[src/design/dacr_pkg.sv]
// Constants, register map and carrier types of the converter configuration bank
//------------------------------------------------------------------------------
//------------------------------------------------------------------------------
`default_nettype none
package dacr_pkg;

	localparam int REG_NUM = 15;
	localparam int ADDR_W = 13;

	localparam logic [ADDR_W-1:0] ADDR_CHSEL = 13'h0003;
	localparam logic [ADDR_W-1:0] ADDR_PWR = 13'h0005;
	localparam logic [ADDR_W-1:0] ADDR_CHK0 = 13'h084C;
	localparam logic [ADDR_W-1:0] ADDR_CHK1 = 13'h084D;

	// Entry order: channel select, power A and B, six link words, two lane ids, lane and converter controls
	localparam int IDX_CHSEL = 0;
	localparam int IDX_PWR_A = 1;
	localparam int IDX_PWR_B = 2;
	localparam int IDX_LANE0 = 11;
	localparam int IDX_LANE1 = 12;
	localparam int IDX_CONV_A = 13;
	localparam int IDX_CONV_B = 14;

	localparam logic [ADDR_W-1:0] REG_ADDR [REG_NUM] = '{13'h0003, 13'h0005, 13'h0005, 13'h0824, 13'h0825,
		13'h0826, 13'h0827, 13'h0828, 13'h0829, 13'h082C, 13'h082D, 13'h0870, 13'h0871, 13'h0890, 13'h0891};
	localparam logic [7:0] REG_RST [REG_NUM] = '{8'hFF, 8'h00, 8'h00, 8'h08, 8'h00,
		8'h42, 8'h0F, 8'h00, 8'h00, 8'h1B, 8'h1C, 8'h01, 8'h00, 8'h01, 8'h00};
	localparam logic [7:0] REG_WMASK [REG_NUM] = '{8'h03, 8'h03, 8'h03, 8'h1F, 8'h01,
		8'h4F, 8'h1F, 8'h01, 8'h83, 8'h1F, 8'h1F, 8'h77, 8'h77, 8'h31, 8'h31};
	localparam logic [REG_NUM-1:0] REG_COND = 15'b000_0111_1011_1000;

	localparam int SOFT_RST_BIT = 7;
	localparam logic [1:0] PWR_FULL_DOWN = 2'b01;
	localparam logic [1:0] PWR_SLEEP = 2'b10;
	localparam logic [3:0] BIT_CNT_RST = 4'h0;
	localparam logic [3:0] INSTR_LAST = 4'hF;
	localparam logic [3:0] BYTE_LAST = 4'h7;

	typedef enum logic [1:0]
	{
		ST_IDLE = 2'b00,
		ST_INSTR = 2'b01,
		ST_DATA = 2'b10
	} dacr_state_type;

	typedef struct packed
	{
		logic [1:0] power_state_code;
		logic full_power_down;
		logic sleep;
		logic [1:0] conv_mode;
		logic converter_power_off;
	} dacr_conv_type;

	typedef struct packed
	{
		logic scr_in_mode;
		logic [1:0] lane_mode;
		logic lane_pol;
		logic lane_clk_pos_edge;
		logic lane_power_off;
		logic [4:0] lane_identifier;
	} dacr_lane_type;

	typedef struct packed
	{
		logic [4:0] frames_per_multiframe;
		logic converter_count;
		logic control_bits;
		logic [3:0] resolution;
		logic [4:0] sample_word_width;
		logic samples_per_frame;
		logic high_density;
		logic [1:0] control_words;
	} dacr_link_type;

endpackage
`default_nettype wire

[src/design/dacr_top.sv]
// Serial configuration slave and register bank of the dual converter
`timescale 1ns/1ps
`default_nettype none
module dacr_top
(
	input wire logic clk_sys_i,
	input wire logic nrst_i,
	input wire logic sclk_i,
	input wire logic cs_n_i,
	input wire logic sdio_i,
	output logic sdio_o,
	output logic sdio_oe_n_o,
	input wire logic link_wr_allow_i,
	input wire logic [7:0] lane0_checksum_i,
	input wire logic [7:0] lane1_checksum_i,
	output var dacr_pkg::dacr_conv_type conv_a_o,
	output var dacr_pkg::dacr_conv_type conv_b_o,
	output var dacr_pkg::dacr_lane_type lane0_o,
	output var dacr_pkg::dacr_lane_type lane1_o,
	output var dacr_pkg::dacr_link_type link_o,
	output logic digital_soft_reset_o
);
	import dacr_pkg::*;

	//--------------------------------------------------------------------------
	// Reset release and pin synchronisers
	//--------------------------------------------------------------------------
	logic rst_meta_ff;
	logic rst_n_ff;
	logic [2:0] pin_meta_ff;
	logic [2:0] pin_ff;
	logic sclk_last_ff;

	always_ff @(posedge clk_sys_i or negedge nrst_i)
	begin
		if (!nrst_i)
		begin
			rst_meta_ff <= 1'b0;
			rst_n_ff <= 1'b0;
		end
		else
		begin
			rst_meta_ff <= 1'b1;
			rst_n_ff <= rst_meta_ff;
		end
	end

	always_ff @(posedge clk_sys_i or negedge rst_n_ff)
	begin
		if (!rst_n_ff)
		begin
			pin_meta_ff <= 3'h4;
			pin_ff <= 3'h4;
			sclk_last_ff <= 1'b0;
		end
		else
		begin
			pin_meta_ff <= {cs_n_i, sclk_i, sdio_i};
			pin_ff <= pin_meta_ff;
			sclk_last_ff <= pin_ff[1];
		end
	end

	logic cs_n_s;
	logic sdi_s;
	logic sclk_rise;
	logic sclk_fall;
	assign cs_n_s = pin_ff[2];
	assign sdi_s = pin_ff[0];
	assign sclk_rise = pin_ff[1] & ~sclk_last_ff;
	assign sclk_fall = ~pin_ff[1] & sclk_last_ff;

	//--------------------------------------------------------------------------
	// Register storage and read decode
	//--------------------------------------------------------------------------
	logic [7:0] reg_ff [REG_NUM];
	logic soft_rst_ff;
	logic nxt_soft_rst;
	logic sel_a;
	logic sel_b;
	assign sel_a = reg_ff[IDX_CHSEL][0];
	assign sel_b = reg_ff[IDX_CHSEL][1];

	function automatic logic [7:0] rd_byte(input logic [ADDR_W-1:0] a);
		logic [7:0] d;
		d = 8'h00;
		for (int i = 0; i < REG_NUM; i++)
		begin
			if (a == REG_ADDR[i] && i != IDX_PWR_A && i != IDX_PWR_B)
			begin
				d = reg_ff[i];
			end
		end
		if (a == ADDR_PWR)
		begin
			d = (sel_a || !sel_b) ? reg_ff[IDX_PWR_A] : reg_ff[IDX_PWR_B];
			d[SOFT_RST_BIT] = soft_rst_ff;
		end
		if (a == ADDR_CHK0)
		begin
			d = lane0_checksum_i;
		end
		if (a == ADDR_CHK1)
		begin
			d = lane1_checksum_i;
		end
		return d;
	endfunction

	//--------------------------------------------------------------------------
	// Serial transfer engine
	//--------------------------------------------------------------------------
	dacr_state_type state_ff;
	dacr_state_type nxt_state;
	logic [3:0] cnt_ff;
	logic [3:0] nxt_cnt;
	logic [15:0] sh_ff;
	logic [15:0] nxt_sh;
	logic [7:0] tx_ff;
	logic [7:0] nxt_tx;
	logic [ADDR_W-1:0] addr_ff;
	logic [ADDR_W-1:0] nxt_addr;
	logic rnw_ff;
	logic nxt_rnw;
	logic sdo_ff;
	logic nxt_sdo;
	logic wr_stb;
	logic [7:0] wr_data;

	always_comb
	begin
		nxt_state = state_ff;
		nxt_cnt = cnt_ff;
		nxt_sh = sh_ff;
		nxt_tx = tx_ff;
		nxt_addr = addr_ff;
		nxt_rnw = rnw_ff;
		nxt_sdo = sdo_ff;
		wr_stb = 1'b0;
		wr_data = {sh_ff[6:0], sdi_s};
		case (state_ff)
			ST_IDLE:
			begin
				nxt_cnt = BIT_CNT_RST;
				if (!cs_n_s)
				begin
					nxt_state = ST_INSTR;
				end
			end
			ST_INSTR:
			begin
				if (sclk_rise)
				begin
					nxt_sh = {sh_ff[14:0], sdi_s};
					nxt_cnt = cnt_ff + 4'h1;
					if (cnt_ff == INSTR_LAST)
					begin
						nxt_rnw = sh_ff[14];
						nxt_addr = {sh_ff[11:0], sdi_s};
						nxt_tx = rd_byte({sh_ff[11:0], sdi_s});
						nxt_cnt = BIT_CNT_RST;
						nxt_state = ST_DATA;
					end
				end
			end
			ST_DATA:
			begin
				if (sclk_rise)
				begin
					nxt_sh = {sh_ff[14:0], sdi_s};
					nxt_cnt = cnt_ff + 4'h1;
					if (cnt_ff == BYTE_LAST)
					begin
						wr_stb = !rnw_ff;
						nxt_addr = addr_ff + 13'h0001;
						nxt_tx = rd_byte(addr_ff + 13'h0001);
						nxt_cnt = BIT_CNT_RST;
					end
				end
				else if (sclk_fall && rnw_ff)
				begin
					nxt_sdo = tx_ff[7];
					nxt_tx = {tx_ff[6:0], 1'b0};
				end
			end
			default:
			begin
				nxt_state = ST_IDLE;
			end
		endcase
		if (cs_n_s)
		begin
			nxt_state = ST_IDLE;
			nxt_sdo = 1'b0;
		end
		nxt_soft_rst = wr_stb && addr_ff == ADDR_PWR && wr_data[SOFT_RST_BIT];
	end

	always_ff @(posedge clk_sys_i or negedge rst_n_ff)
	begin
		if (!rst_n_ff)
		begin
			state_ff <= ST_IDLE;
			cnt_ff <= BIT_CNT_RST;
			sh_ff <= 16'h0000;
			tx_ff <= 8'h00;
			addr_ff <= 13'h0000;
			rnw_ff <= 1'b0;
			sdo_ff <= 1'b0;
			soft_rst_ff <= 1'b0;
		end
		else
		begin
			state_ff <= nxt_state;
			cnt_ff <= nxt_cnt;
			sh_ff <= nxt_sh;
			tx_ff <= nxt_tx;
			addr_ff <= nxt_addr;
			rnw_ff <= nxt_rnw;
			sdo_ff <= nxt_sdo;
			soft_rst_ff <= nxt_soft_rst;
		end
	end

	assign sdio_o = sdo_ff;
	assign sdio_oe_n_o = !(state_ff == ST_DATA && rnw_ff && !cs_n_s);

	//--------------------------------------------------------------------------
	// Register writes
	//--------------------------------------------------------------------------
	genvar gi;
	generate
		for (gi = 0; gi < REG_NUM; gi++)
		begin : g_reg
			logic hit;
			logic [7:0] nxt_reg;
			always_comb
			begin
				hit = wr_stb && addr_ff == REG_ADDR[gi];
				if (REG_COND[gi] && !link_wr_allow_i)
				begin
					hit = 1'b0;
				end
				if (gi == IDX_PWR_A && !sel_a)
				begin
					hit = 1'b0;
				end
				if (gi == IDX_PWR_B && !sel_b)
				begin
					hit = 1'b0;
				end
				nxt_reg = reg_ff[gi];
				if (soft_rst_ff)
				begin
					nxt_reg = REG_RST[gi];
				end
				else if (hit)
				begin
					nxt_reg = (wr_data & REG_WMASK[gi]) | (reg_ff[gi] & ~REG_WMASK[gi]);
				end
			end
			always_ff @(posedge clk_sys_i or negedge rst_n_ff)
			begin
				if (!rst_n_ff)
				begin
					reg_ff[gi] <= REG_RST[gi];
				end
				else
				begin
					reg_ff[gi] <= nxt_reg;
				end
			end
		end
	endgenerate

	//--------------------------------------------------------------------------
	// Outputs
	//--------------------------------------------------------------------------
	always_comb
	begin
		conv_a_o.power_state_code = reg_ff[IDX_PWR_A][1:0];
		conv_a_o.full_power_down = reg_ff[IDX_PWR_A][1:0] == PWR_FULL_DOWN;
		conv_a_o.sleep = reg_ff[IDX_PWR_A][1:0] == PWR_SLEEP;
		conv_a_o.conv_mode = reg_ff[IDX_CONV_A][5:4];
		conv_a_o.converter_power_off = reg_ff[IDX_CONV_A][0];
		conv_b_o.power_state_code = reg_ff[IDX_PWR_B][1:0];
		conv_b_o.full_power_down = reg_ff[IDX_PWR_B][1:0] == PWR_FULL_DOWN;
		conv_b_o.sleep = reg_ff[IDX_PWR_B][1:0] == PWR_SLEEP;
		conv_b_o.conv_mode = reg_ff[IDX_CONV_B][5:4];
		conv_b_o.converter_power_off = reg_ff[IDX_CONV_B][0];
		lane0_o = {reg_ff[IDX_LANE0][6:4], reg_ff[IDX_LANE0][2:0], reg_ff[9][4:0]};
		lane1_o = {reg_ff[IDX_LANE1][6:4], reg_ff[IDX_LANE1][2:0], reg_ff[10][4:0]};
		link_o = {reg_ff[3][4:0], reg_ff[4][0], reg_ff[5][6], reg_ff[5][3:0], reg_ff[6][4:0], reg_ff[7][0],
			reg_ff[8][7], reg_ff[8][1:0]};
	end

	assign digital_soft_reset_o = soft_rst_ff;
endmodule
`default_nettype wire

[config.mk]
export PLATFORM = sky130hd
export DESIGN_NAME = dacr_top
export DESIGN_NICKNAME = d
export VERILOG_FILES = /design/src/design/dacr_pkg.sv /design/src/design/dacr_top.sv
export SDC_FILE = /design/constraint.sdc
export NUM_CORES = 1
export LEC_CHECK = 0
export BUFFER_PORTS_ARGS = -buffer_cell sky130_fd_sc_hd__buf_2
export CORE_ASPECT_RATIO = 0.8
export CORE_MARGIN = 5
export CORE_UTILIZATION = 40
export DETAILED_ROUTE_END_ITERATION = 12
export PLACE_DENSITY = 0.6
export SYNTH_ARGS = -nofsm -noshare
export SYNTH_HDL_FRONTEND = slang
export SYNTH_SLANG_ARGS = --single-unit
[constraint.sdc]
create_clock -name clk_sys_i -period 8 [get_ports clk_sys_i]
set_clock_uncertainty 0.15 [all_clocks]
set_input_delay 1.6 -clock clk_sys_i [delete_from_list [all_inputs] [get_ports clk_sys_i]]
set_output_delay 1.6 -clock clk_sys_i [all_outputs]
set_load 0.01 [all_outputs]
==> results_dict.tcl, run 1 <==
set metrics [dict create \
    synth.net_count 990 \
    hold_class "flop to flop" \
    grt_pass1_vias 6909 \
    die_w_um 167 \
    ys_types 87 \
    detailedRoute.firstIterationViolations 908 \
    maxUsedRoutingLayer "met4" \
    met1Wirelength_um 13400 \
    ff_latch_area_um2 2760 \
    final_area_um2 8390 \
    timing.critical_path.slowest_cell_delay_ps 610 \
    syn_area_um2 7920 \
    netlist.area_leader.share 0.278 \
    grt_max_degree 61 \
    postCtsHoldBufs 0 \
    power.ir.vdd_worst_mv 0.112 \
    tightest_slew_ps 1030 \
    detailroute.via_count 7487 \
    finish.net_count 979 \
    clk_pin_slew_ps 80 \
    critPathKind "flop to flop" \
    synthCells 957 \
    postRouteAntennaNets 0 \
    synthesis.yosys.warnings 0 \
    routed_wire_length_per_instance_um 22.9 \
    std_cell_rows 46 \
    filler_cell_count 2023 \
    drive_gt1_frac 0.183 \
    synth_area_leader_cell "sky130_fd_sc_hd__dfrtp_1" \
    end_kind "flop" \
    place.detailed.hpwl_um 20400 \
    pin_count 81 \
    startpoint_type "flop" \
    highest_attainable_clock_frequency_mhz 248 \
    cts-root-to-sink-buffers 2 \
    postSynthRegisterBits 109 \
    worst-endpoint-arrival_ps 4180 \
    run_status "finished, final reports clean" \
    seq_area_frac_synth 0.348 \
    cts_tree "yes" \
    syn2layout_area_growth_pct 6.02 \
    worst-endpoint-required_ps 8150 \
    numCtsBuffers 9 \
    worstPathMaxFanout 17 \
    design.die.area_um2 22700 \
    postSynth.asyncResetShare 1.00 \
    placeableCoreArea_um2 19600 \
    n_antenna_cell 0 \
    cts_repair_resize_count 0 \
    gr-usage-all-layers 0.242 \
    io_buffer_count 80 \
    power_per_cell_area_nw_per_um2 182 \
    top_ff_cell_synth "sky130_fd_sc_hd__dfrtp_1" \
    first_pass_iters 7 \
    critPathSlowestCell "sky130_fd_sc_hd__ha_1" \
    route.met2.wl_um 11100 \
    first_pass_grt_wire_length_um 42800 \
    buffers_plus_inverters_on_the_worst_setup_path 0 \
    crit_chain "ha_1 -> nand3_2 -> nor3_2 -> mux2i_1 -> o22ai_2 -> or4_1 -> a22o_1 -> a31oi_1 -> o221ai_1 -> nand2_1" \
    final-setup-viol-count 0 \
    detail_route.vias_per_cell 6.16 \
    timing.final.crit_period_ps 4030 \
    drc_errors 0 \
    synth_edf_count 0 \
    rsz0062_at_grt "no" \
    cpLargestDelayFamily "simple AND/OR/NAND/NOR gates" \
    hold_viol 0 \
    clkLatencyLatePin_ps 370 \
    worst-r2r-setup-slack_ps 3970 \
    die_height_um 136 \
    met3WireLength_um 2890 \
    timing.final.crit_share 0.503 \
    initial_antenna_violation_count 0 \
    dpl-instance-area_um2 8100 \
    global_route.overflow_total 0 \
    synth_top_cells_by_area "sky130_fd_sc_hd__dfrtp_1 28%, sky130_fd_sc_hd__dfstp_2 7.0%, sky130_fd_sc_hd__nand2_1 6.0%, sky130_fd_sc_hd__mux2i_1 5.4%, sky130_fd_sc_hd__buf_4 5.2%" \
    initial_core_util 0.403 \
    drt_wl_total_um 27800 \
    report.final.slew_viol_count 0 \
    cts_sinks 109 \
    tns_ps 0 \
    cap_viol_max_count 0 \
    postSynthAreaPerCell_um2 8.27 \
    max_slew_margin 0.314 \
    multi_input_comb_area_um2 4440 \
    cts.repair_timing.setup_buffer_count 0 \
    clock_tree.htree_level_count 3 \
    finalWeightedCongestion 0.983 \
    cellLeakagePower_nw 3.55 \
    cts-root-buf "sky130_fd_sc_hd__clkbuf_16" \
]
## final timing paths
path / from / cells past startpoint / to
max reg2reg: addr_ff[0] / 10 / tx_ff[2]
min: rst_meta_ff / 0 / rst_n_ff
min reg2reg: rst_meta_ff / 0 / rst_n_ff
max in group asynchronous: rst_n_ff / 1 / lane0_o[10]
min in group asynchronous: rst_n_ff / 0 / addr_ff[6]
max: addr_ff[0] / 10 / tx_ff[2]
## power breakdown
part           total, mW  switching [mW]  internal, mW  leakage (nW)
Clock              0.454           0.234         0.219         0.137
Sequential         0.663          0.0669         0.596          1.41
Combinational      0.407           0.258         0.149          2.00
## sequential cells by signal, summed over array words and instances, names as in the netlist, 2 cells and up
register     flops
conv_b_o         5
pin_meta_ff      3
cnt_ff           4
tx_ff            8
reg_ff           3
lane0_o         11
state_ff         2
sh_ff           15
link_o          20
pin_ff           3
addr_ff         13
conv_a_o         5
lane1_o         11
## stage by stage
stage	util	std cells	hold WS [ps]	power [mW]	worst slack [ps]
final	0.428	1215	204	1.52	3970
after global routing	0.428	1215	212	1.59	3670
after CTS	0.428	1215	207	1.53	4070
after detailed placement	0.413	1199	189	1.07	4100
after global placement	0.413	1199	185	1.07	4170
after floorplan	-	957	181	0.944	4630
## synthesized netlist by cell type, drive strengths merged, types with 12 or more instances
| library cell | n |
|---|---|
| nand2 | 128 |
| dfrtp | 88 |
| nor2 | 87 |
| buf | 64 |
| a21oi | 59 |
| nand3 | 54 |
| clkbuf | 49 |
| o21ai | 45 |
| mux2i | 43 |
| nor3 | 28 |
| dfstp | 21 |
| inv | 21 |
| a31oi | 19 |
| a22oi | 15 |
| mux2 | 15 |
| nor4 | 13 |
| nand4 | 12 |
| nor2b | 12 |
| o22a | 12 |
## worst reg2reg max path, cell delays in order, from the launching register on
cell,delay [ps]
sky130_fd_sc_hd__dfrtp_1,590
sky130_fd_sc_hd__ha_1,610
sky130_fd_sc_hd__nand3_2,280
sky130_fd_sc_hd__nor3_2,350
sky130_fd_sc_hd__mux2i_1,340
sky130_fd_sc_hd__o22ai_2,270
sky130_fd_sc_hd__or4_1,580
sky130_fd_sc_hd__a22o_1,210
sky130_fd_sc_hd__a31oi_1,310
sky130_fd_sc_hd__o221ai_1,170
sky130_fd_sc_hd__nand2_1,90
## layer usage
layer  up-vias  GRT usage
met1      3663      0.381
met2       393      0.325
met3        26     0.0674
met5         -          0
met4         0     0.0536
li1       3405          -
## logic make-up after synthesis
group | after synthesis | share of synthesized area
AND/OR/NAND/NOR | 395 | 0.252
adder cells (fa/ha/maj) | 11 | 0.0174
AO/OA/AOI/OAI | 242 | 0.210
other | 1 | 0.000474
XOR/XNOR | 4 | 0.00443
buffers and inverters | 137 | 0.0918
multiplexers | 58 | 0.0757
flip-flops | 109 | 0.348
## layout by cell type, fill, tap and decap left out, types with 8 or more instances in the layout
master,count
sky130_fd_sc_hd__inv_1,20
sky130_fd_sc_hd__buf_2,80
sky130_fd_sc_hd__mux2_2,15
sky130_fd_sc_hd__a21o_1,8
sky130_fd_sc_hd__nand3_1,53
sky130_fd_sc_hd__buf_4,11
sky130_fd_sc_hd__a22oi_1,15
sky130_fd_sc_hd__nand2b_1,8
sky130_fd_sc_hd__nor3_1,23
sky130_fd_sc_hd__nand4_1,10
sky130_fd_sc_hd__dfrtp_1,87
sky130_fd_sc_hd__a21oi_1,58
sky130_fd_sc_hd__nor4_1,11
sky130_fd_sc_hd__o22a_1,12
sky130_fd_sc_hd__a31oi_1,19
sky130_fd_sc_hd__ha_1,10
sky130_fd_sc_hd__nor2_1,86
sky130_fd_sc_hd__dfstp_2,21
sky130_fd_sc_hd__o21ai_0,43
sky130_fd_sc_hd__and3_1,11
sky130_fd_sc_hd__nand2_1,127
sky130_fd_sc_hd__clkbuf_16,9
sky130_fd_sc_hd__nor2b_1,12
sky130_fd_sc_hd__mux2i_1,43
## final cells by class
class                   count  share of cell area
multi-input cells         711               0.529
flip-flops and latches    109               0.329
repair buffers             91              0.0576
well taps                 264              0.0394
clock buffers               9              0.0268
inverters                  24              0.0107
clock inverters             7             0.00820
No activity file was read; power rests on OpenSTA's default activity.
==> inputs of run 2 (changes only) <==
PLACE_DENSITY = 0.62   (was 0.6)
clock period = 3.65 ns   (was 8 ns; I/O delays follow)
==> run 2 against run 1 <==
Final cell count increased by 3.0%. Clock-buffer cell count unchanged. Utilization increased by 1.7 points. Non-clock buffer count increased by 37. Routed wire length increased by 3.8%. Power increased by 130%. First-iteration DRC count decreased by 5.1%. Register-to-register slack got worse by 3600 ps. Worst hold slack got worse by 1.9 ps. Critical path depth increased by 1.
==> results_dict.tcl, run 2 (synthesis results as in run 1) <==
set metrics [dict create \
    detailroute.via_count 7652 \
    design.die.area_um2 22700 \
    syn2layout_area_growth_pct 10.3 \
    share_seq_of_total_power 0.426 \
    drt_wl_total_um 28800 \
    power.ir.vdd_worst_mv 0.318 \
    p_switching_mw 1.24 \
    die_height_um 136 \
    timing.final.crit_share 0.901 \
    max_slew_margin 0.423 \
    min_to "rst_n_ff" \
    final_critical_path_setup_slack_ps 363 \
    gr-usage-all-layers 0.253 \
    worst-r2r-setup-slack_ps 360 \
    io_buffer_count 80 \
    hp-start "rst_meta_ff" \
    total_power_consumption_of_the_routed_design_mw 3.51 \
    reg2reg_from "addr_ff[3]" \
    end_kind "flop" \
    whs_path_depth 0 \
    clkLatencyLatePin_ps 370 \
    cellLeakagePower_nw 3.77 \
    hold_class "flop to flop" \
    tns_ps 0 \
    internal_power_mw 2.27 \
    global_route.overflow_total 0 \
    comb_power_share 0.254 \
    first_pass_grt_wire_length_um 44600 \
    commonest_non_fill_non_tap_cell_in_the_layout "sky130_fd_sc_hd__nand2_1" \
    cts.repair_timing.setup_buffer_count 0 \
    drive_gt1_frac 0.213 \
    detailedRoute.firstIterationViolations 862 \
    critPathKind "flop to flop" \
    numCtsBuffers 9 \
    die_w_um 167 \
    final_area_um2 8730 \
    power_per_cell_area_nw_per_um2 403 \
    grt_max_degree 59 \
    tightest_slew_ps 864 \
    drc_errors 0 \
    clk_pin_slew_ps 80 \
    largest_register_ff_count 20 \
    startpoint_type "flop" \
    cts_tree "yes" \
    initial_antenna_violation_count 0 \
    first_pass_iters 6 \
    cts_sinks 109 \
    placeableCoreArea_um2 19600 \
    cts-root-to-sink-buffers 2 \
    dpl-instance-area_um2 8380 \
    initial_core_util 0.403 \
    timing.final.crit_period_ps 3290 \
    sw_frac_of_total 0.353 \
    cap_viol_max_count 0 \
    report.final.slew_viol_count 0 \
    hold_viol 0 \
    cts-root-buf "sky130_fd_sc_hd__clkbuf_16" \
    postCtsHoldBufs 1 \
    cts_repair_resize_count 0 \
    finalWeightedCongestion 1.00 \
    std_cell_rows 46 \
    routed_wire_length_per_instance_um 23.0 \
    share_clk_of_total_power 0.321 \
    detail_route.vias_per_cell 6.11 \
    pin_count 81 \
    worst-endpoint-arrival_ps 3420 \
    place.detailed.hpwl_um 22100 \
    pre_cts_ws_ps 430 \
    worst-endpoint-required_ps 3780 \
    grt_pass1_vias 7203 \
    crit-reg2reg-capture "tx_ff[0]" \
    finish.net_count 1016 \
    final-setup-viol-count 0 \
    highest_count_cells_in_the_layout_ignoring_fill_and_taps "127 x sky130_fd_sc_hd__nand2_1, 87 x sky130_fd_sc_hd__dfrtp_1, 86 x sky130_fd_sc_hd__nor2_1, 80 x sky130_fd_sc_hd__buf_2, 58 x sky130_fd_sc_hd__a21oi_1" \
    clock_tree.htree_level_count 3 \
    rsz0062_at_grt "no" \
    filler_cell_count 1963 \
    worst_r2r_path_depth 11 \
    run_status "finished, final reports clean" \
    n_antenna_cell 0 \
    highest_attainable_clock_frequency_mhz 304 \
    worstPathMaxFanout 15 \
    postRouteAntennaNets 0 \
]
==> run 2: cell types whose count changed in the layout (fill, tap and decap cells not counted) <==
cell	delta
sky130_fd_sc_hd__dlygate4sd3_1	+1
sky130_fd_sc_hd__buf_4	+35
sky130_fd_sc_hd__buf_12	+1
sky130_fd_sc_hd__clkinvlp_4	-2
sky130_fd_sc_hd__bufinv_16	+2
==> run 2: cell type report <==
| type | count | area (um^2) | share of cell area |
|---|---|---|---|
| repair buffers | 128 | 776 | 0.0889 |
| flip-flops and latches | 109 | 2760 | 0.316 |
| multi-input cells | 711 | 4440 | 0.508 |
| clock buffers | 9 | 225 | 0.0258 |
| well taps | 264 | 330 | 0.0378 |
| inverters | 24 | 90.1 | 0.0103 |
| clock inverters | 7 | 114 | 0.0130 |
==> run 2: power groups by stage <==
| stage | Combinational, mW | Clock (mW) | Sequential [mW] |
|---|---|---|---|
| floorplan | 0.665 | 0 | 1.40 |
| global placement | 0.867 | 0 | 1.51 |
| detailed placement | 0.873 | 0 | 1.51 |
| CTS | 0.878 | 1.14 | 1.49 |
| global route | 0.980 | 1.19 | 1.51 |
| finish | 0.891 | 1.13 | 1.50 |
==> run 2: through the flow <==
| step | util | cells | hold slack (ps) |
|---|---|---|---|
| 2_1_floorplan | - | 957 | 181 |
| 6_report | 0.445 | 1252 | 202 |
| 5_1_grt | 0.445 | 1252 | 218 |
| 3_3_place_gp | 0.427 | 1235 | 184 |
| 4_1_cts | 0.445 | 1252 | 205 |
| 3_5_place_dp | 0.427 | 1235 | 188 |
==> run 2: how the worst max path moves through the flow <==
stage | startpoint | to | slack [ps]
floorplan | rst_n_ff | addr_ff[0] | 280
global placement | addr_ff[3] | tx_ff[0] | 370
detailed placement | addr_ff[3] | tx_ff[0] | 430
CTS | addr_ff[3] | tx_ff[0] | 410
global route | addr_ff[3] | tx_ff[0] | 210
finish | addr_ff[3] | tx_ff[0] | 360
==> run 2: critical path, cell delays in order, from the launching register on <==
cell and delay [ps]:
sky130_fd_sc_hd__dfrtp_1 510, sky130_fd_sc_hd__buf_4 260, sky130_fd_sc_hd__a21boi_1 220, sky130_fd_sc_hd__or2_4 180, sky130_fd_sc_hd__a31oi_1 120, sky130_fd_sc_hd__buf_4 180
sky130_fd_sc_hd__nor4_1 420, sky130_fd_sc_hd__o21ai_0 240, sky130_fd_sc_hd__o31ai_1 340, sky130_fd_sc_hd__a21oi_1 80, sky130_fd_sc_hd__a211o_1 310, sky130_fd_sc_hd__o211ai_1 190
==> run 2: metal layers <==
layer / global-route usage / vias up / routed length [um] / share of wire
li1: - / 3495 / - / -
met1: 0.394 / 3740 / 13900 / 0.48
met2: 0.347 / 382 / 11400 / 0.40
met3: 0.0698 / 35 / 2970 / 0.10
met4: 0.0559 / 0 / 524 / 0.018
met5: 0 / - / 0 / 0
==> inputs of run 3 (changes only) <==
ABC_AREA = 1   (was default)
HOLD_SLACK_MARGIN = 0.05   (was default)
==> run 3 against run 2 <==
Via count shrank 4.3%. Global-route usage is 1.5 points lower. Power grew 21%. Routed wire length fell by 11%. Utilization increased by 0.52 points. Die area is 4.4% lower. Clock-buffer cell count did not move. Combinational power up 80%. Sequential share of layout area grew 1.8 points. Worst hold slack about the same. Maximum frequency hardly changed. Critical path type unchanged. Largest power group unchanged.
==> results_dict.tcl, run 3 <==
set metrics [dict create \
    worst-endpoint-arrival_ps 3440 \
    finalWeightedCongestion 0.991 \
    cts-root-buf "sky130_fd_sc_hd__clkbuf_16" \
    end_kind "flop" \
    place.detailed.hpwl_um 20500 \
    detail_route.vias_per_cell 5.41 \
    run_status "finished, final reports clean" \
    postSynthRegisterBits 109 \
    die_height_um 133 \
    final_critical_path_setup_slack_ps 364 \
    pre_cts_ws_ps 289 \
    placeableCoreArea_um2 18300 \
    design.die.area_um2 21700 \
    clkLatencyLatePin_ps 370 \
    cts-root-to-sink-buffers 2 \
    startpoint_type "flop" \
    timing.final.crit_period_ps 3290 \
    layout.core_utilization 0.450 \
    postRouteAntennaNets 0 \
    worstPathMaxFanout 8 \
    syn_area_um2 7540 \
    grt_pass1_vias 6810 \
    power.ir.vdd_worst_mv 0.334 \
    dpl-instance-area_um2 7920 \
    initial_core_util 0.411 \
    initial_antenna_violation_count 0 \
    postSynthAreaPerCell_um2 7.13 \
    cts.repair_timing.setup_buffer_count 0 \
    max_slew_margin 0.293 \
    report.final.slew_viol_count 0 \
    detailedRoute.firstIterationViolations 941 \
    tightest_slew_ps 1060 \
    n_antenna_cell 0 \
    synth_edf_count 0 \
    global_route.overflow_total 0 \
    critPathSlowestCell "sky130_fd_sc_hd__dfrtp_1" \
    std_cell_rows 44 \
    highest_count_cells_in_the_layout_ignoring_fill_and_taps "229 x sky130_fd_sc_hd__nand2_1, 133 x sky130_fd_sc_hd__inv_1, 118 x sky130_fd_sc_hd__o21ai_0, 115 x sky130_fd_sc_hd__nor2_1, 87 x sky130_fd_sc_hd__dfrtp_1" \
    cts_sinks 109 \
    synth_most_common_cell "sky130_fd_sc_hd__nand2_1" \
    finish.net_count 1129 \
    synth_top_cells_by_area "sky130_fd_sc_hd__dfrtp_1 29%, sky130_fd_sc_hd__nand2_1 11%, sky130_fd_sc_hd__o21ai_0 7.8%, sky130_fd_sc_hd__dfstp_2 7.3%, sky130_fd_sc_hd__inv_1 6.6%" \
    post_synth_most_frequent_cells "229 x sky130_fd_sc_hd__nand2_1, 133 x sky130_fd_sc_hd__inv_1, 118 x sky130_fd_sc_hd__o21ai_0" \
    synthCells 1057 \
    crit_chain "inv_1 -> nor2_1 -> nand2_1 -> inv_1 -> nand3_1 -> nor2_1 -> inv_1 -> nand2_1 -> inv_1 -> o21ai_0 -> o21ai_0 -> a21boi_0 -> o21ai_0 -> nor2_1 -> o21ai_0 -> a21oi_1 -> a21oi_2" \
    hold_class "flop to flop" \
    worst-endpoint-required_ps 3810 \
    pin_count 81 \
    numCtsBuffers 9 \
    io_buffer_count 80 \
    highest_attainable_clock_frequency_mhz 304 \
    cap_viol_max_count 0 \
    power_per_cell_area_nw_per_um2 517 \
    synth.net_count 1090 \
    rsz0062_at_grt "no" \
    ys_types 50 \
    gr-usage-all-layers 0.238 \
    timing.critical_path.slowest_cell_delay_ps 560 \
    netlist.area_leader.share 0.292 \
    final-setup-viol-count 0 \
    tns_ps 0 \
    final_area_um2 8250 \
    routed_wire_length_per_instance_um 19.0 \
    hold_viol 0 \
    cts_tree "yes" \
    timing.final.crit_share 0.900 \
    clock_tree.htree_level_count 3 \
    largest_register_ff_count 20 \
    synth_area_leader_cell "sky130_fd_sc_hd__dfrtp_1" \
    detailroute.via_count 7325 \
    cellLeakagePower_nw 3.90 \
    postSynth.asyncResetShare 1.00 \
    total_power_consumption_of_the_routed_design_mw 4.26 \
    drive_gt1_frac 0.174 \
    drt_wl_total_um 25800 \
    critPathKind "flop to flop" \
    first_pass_iters 5 \
    die_w_um 163 \
    first_pass_grt_wire_length_um 40100 \
    top_ff_cell_synth "sky130_fd_sc_hd__dfrtp_1" \
    synthesis.yosys.warnings 0 \
    syn2layout_area_growth_pct 9.44 \
    clk_pin_slew_ps 80 \
    grt_max_degree 61 \
    commonest_non_fill_non_tap_cell_in_the_layout "sky130_fd_sc_hd__nand2_1" \
    drc_errors 0 \
    seq_area_frac_synth 0.365 \
]
run 3: cell types whose count changed after synthesis, sizes merged, moves of 12 or more:
cell,previous run,this run
a31oi,19,3
mux2i,43,0
a22oi,15,0
o22a,12,0
nor2,87,127
mux2,15,2
clkbuf,49,15
o21ai,45,123
inv,21,146
nand2,128,243
nor2b,12,0
nand4,12,26
run 3: path summary, 6_finish.rpt:
kind | end | from | slack (ps) | depth (start not counted)
worst max-delay path | tx_ff[0] | pin_ff[0] | 360 | 17
worst min-delay path | pin_ff[1] | pin_meta_ff[1] | 200 | 0
worst max register to register | tx_ff[0] | pin_ff[0] | 360 | 17
worst min register to register | pin_ff[1] | pin_meta_ff[1] | 200 | 0
max in group asynchronous | link_o[13] | rst_n_ff | 2350 | 1
min in group asynchronous | cnt_ff[0] | rst_n_ff | 210 | 0
run 3: routing by layer:
metal	GRT usage	wire length (um)
met1	0.365	12400
met2	0.331	10400
met3	0.0656	2470
met4	0.0559	462
met5	0	0
run 3: worst max-delay path, delay by kind of cell (launching register included):
kind / cells / cell delay [ps]
AOI/OAI and AO/OA: 7 / 1010
DFF: 1 / 560
buffers and inverters: 4 / 570
and+or+nand+nor: 6 / 920
run 3: timing repair:
item / CTS / global route
hold buffers: 1 / 0
setup endpoints to repair: 0 / 2
resized for setup: 0 / 2
endpoints found under the hold margin: 2 / 0
run 3: metrics by stage:
stage	hold slack, ps	instances
final	202	1354
after global routing	217	1354
after CTS	204	1354
after detailed placement	185	1337
after global placement	183	1337
after floorplan	181	1057
run 3: area by class of cell:
| cell class | count | area (um^2) |
|---|---|---|
| Clock inverter | 7 | 88.8 |
| Multi-Input combinational cell | 732 | 3770 |
| Sequential cell | 109 | 2760 |
| Inverter | 147 | 552 |
| Fill cell | 1922 | 10100 |
| Tap cell | 253 | 317 |
| Clock buffer | 9 | 225 |
| Timing Repair Buffer | 97 | 543 |
run 3: where the power goes:
group | switching, mW | internal (mW) | leakage (nW)
clock network | 0.507 | 0.549 | 0.155
logic | 1.15 | 0.448 | 2.39
registers | 0.218 | 1.39 | 1.36
run 3: cell families after synthesis:
| family | Yosys count | share of synthesized area |
|---|---|---|
| AOI/OAI and AO/OA | 246 | 0.186 |
| DFF | 109 | 0.365 |
| adders and majority gates | 11 | 0.0183 |
| muxes | 2 | 0.00299 |
| xor gates and xnor gates | 1 | 0.00116 |
| buffers and inverters | 216 | 0.136 |
| and+or+nand+nor | 471 | 0.290 |
| other | 1 | 0.000497 |
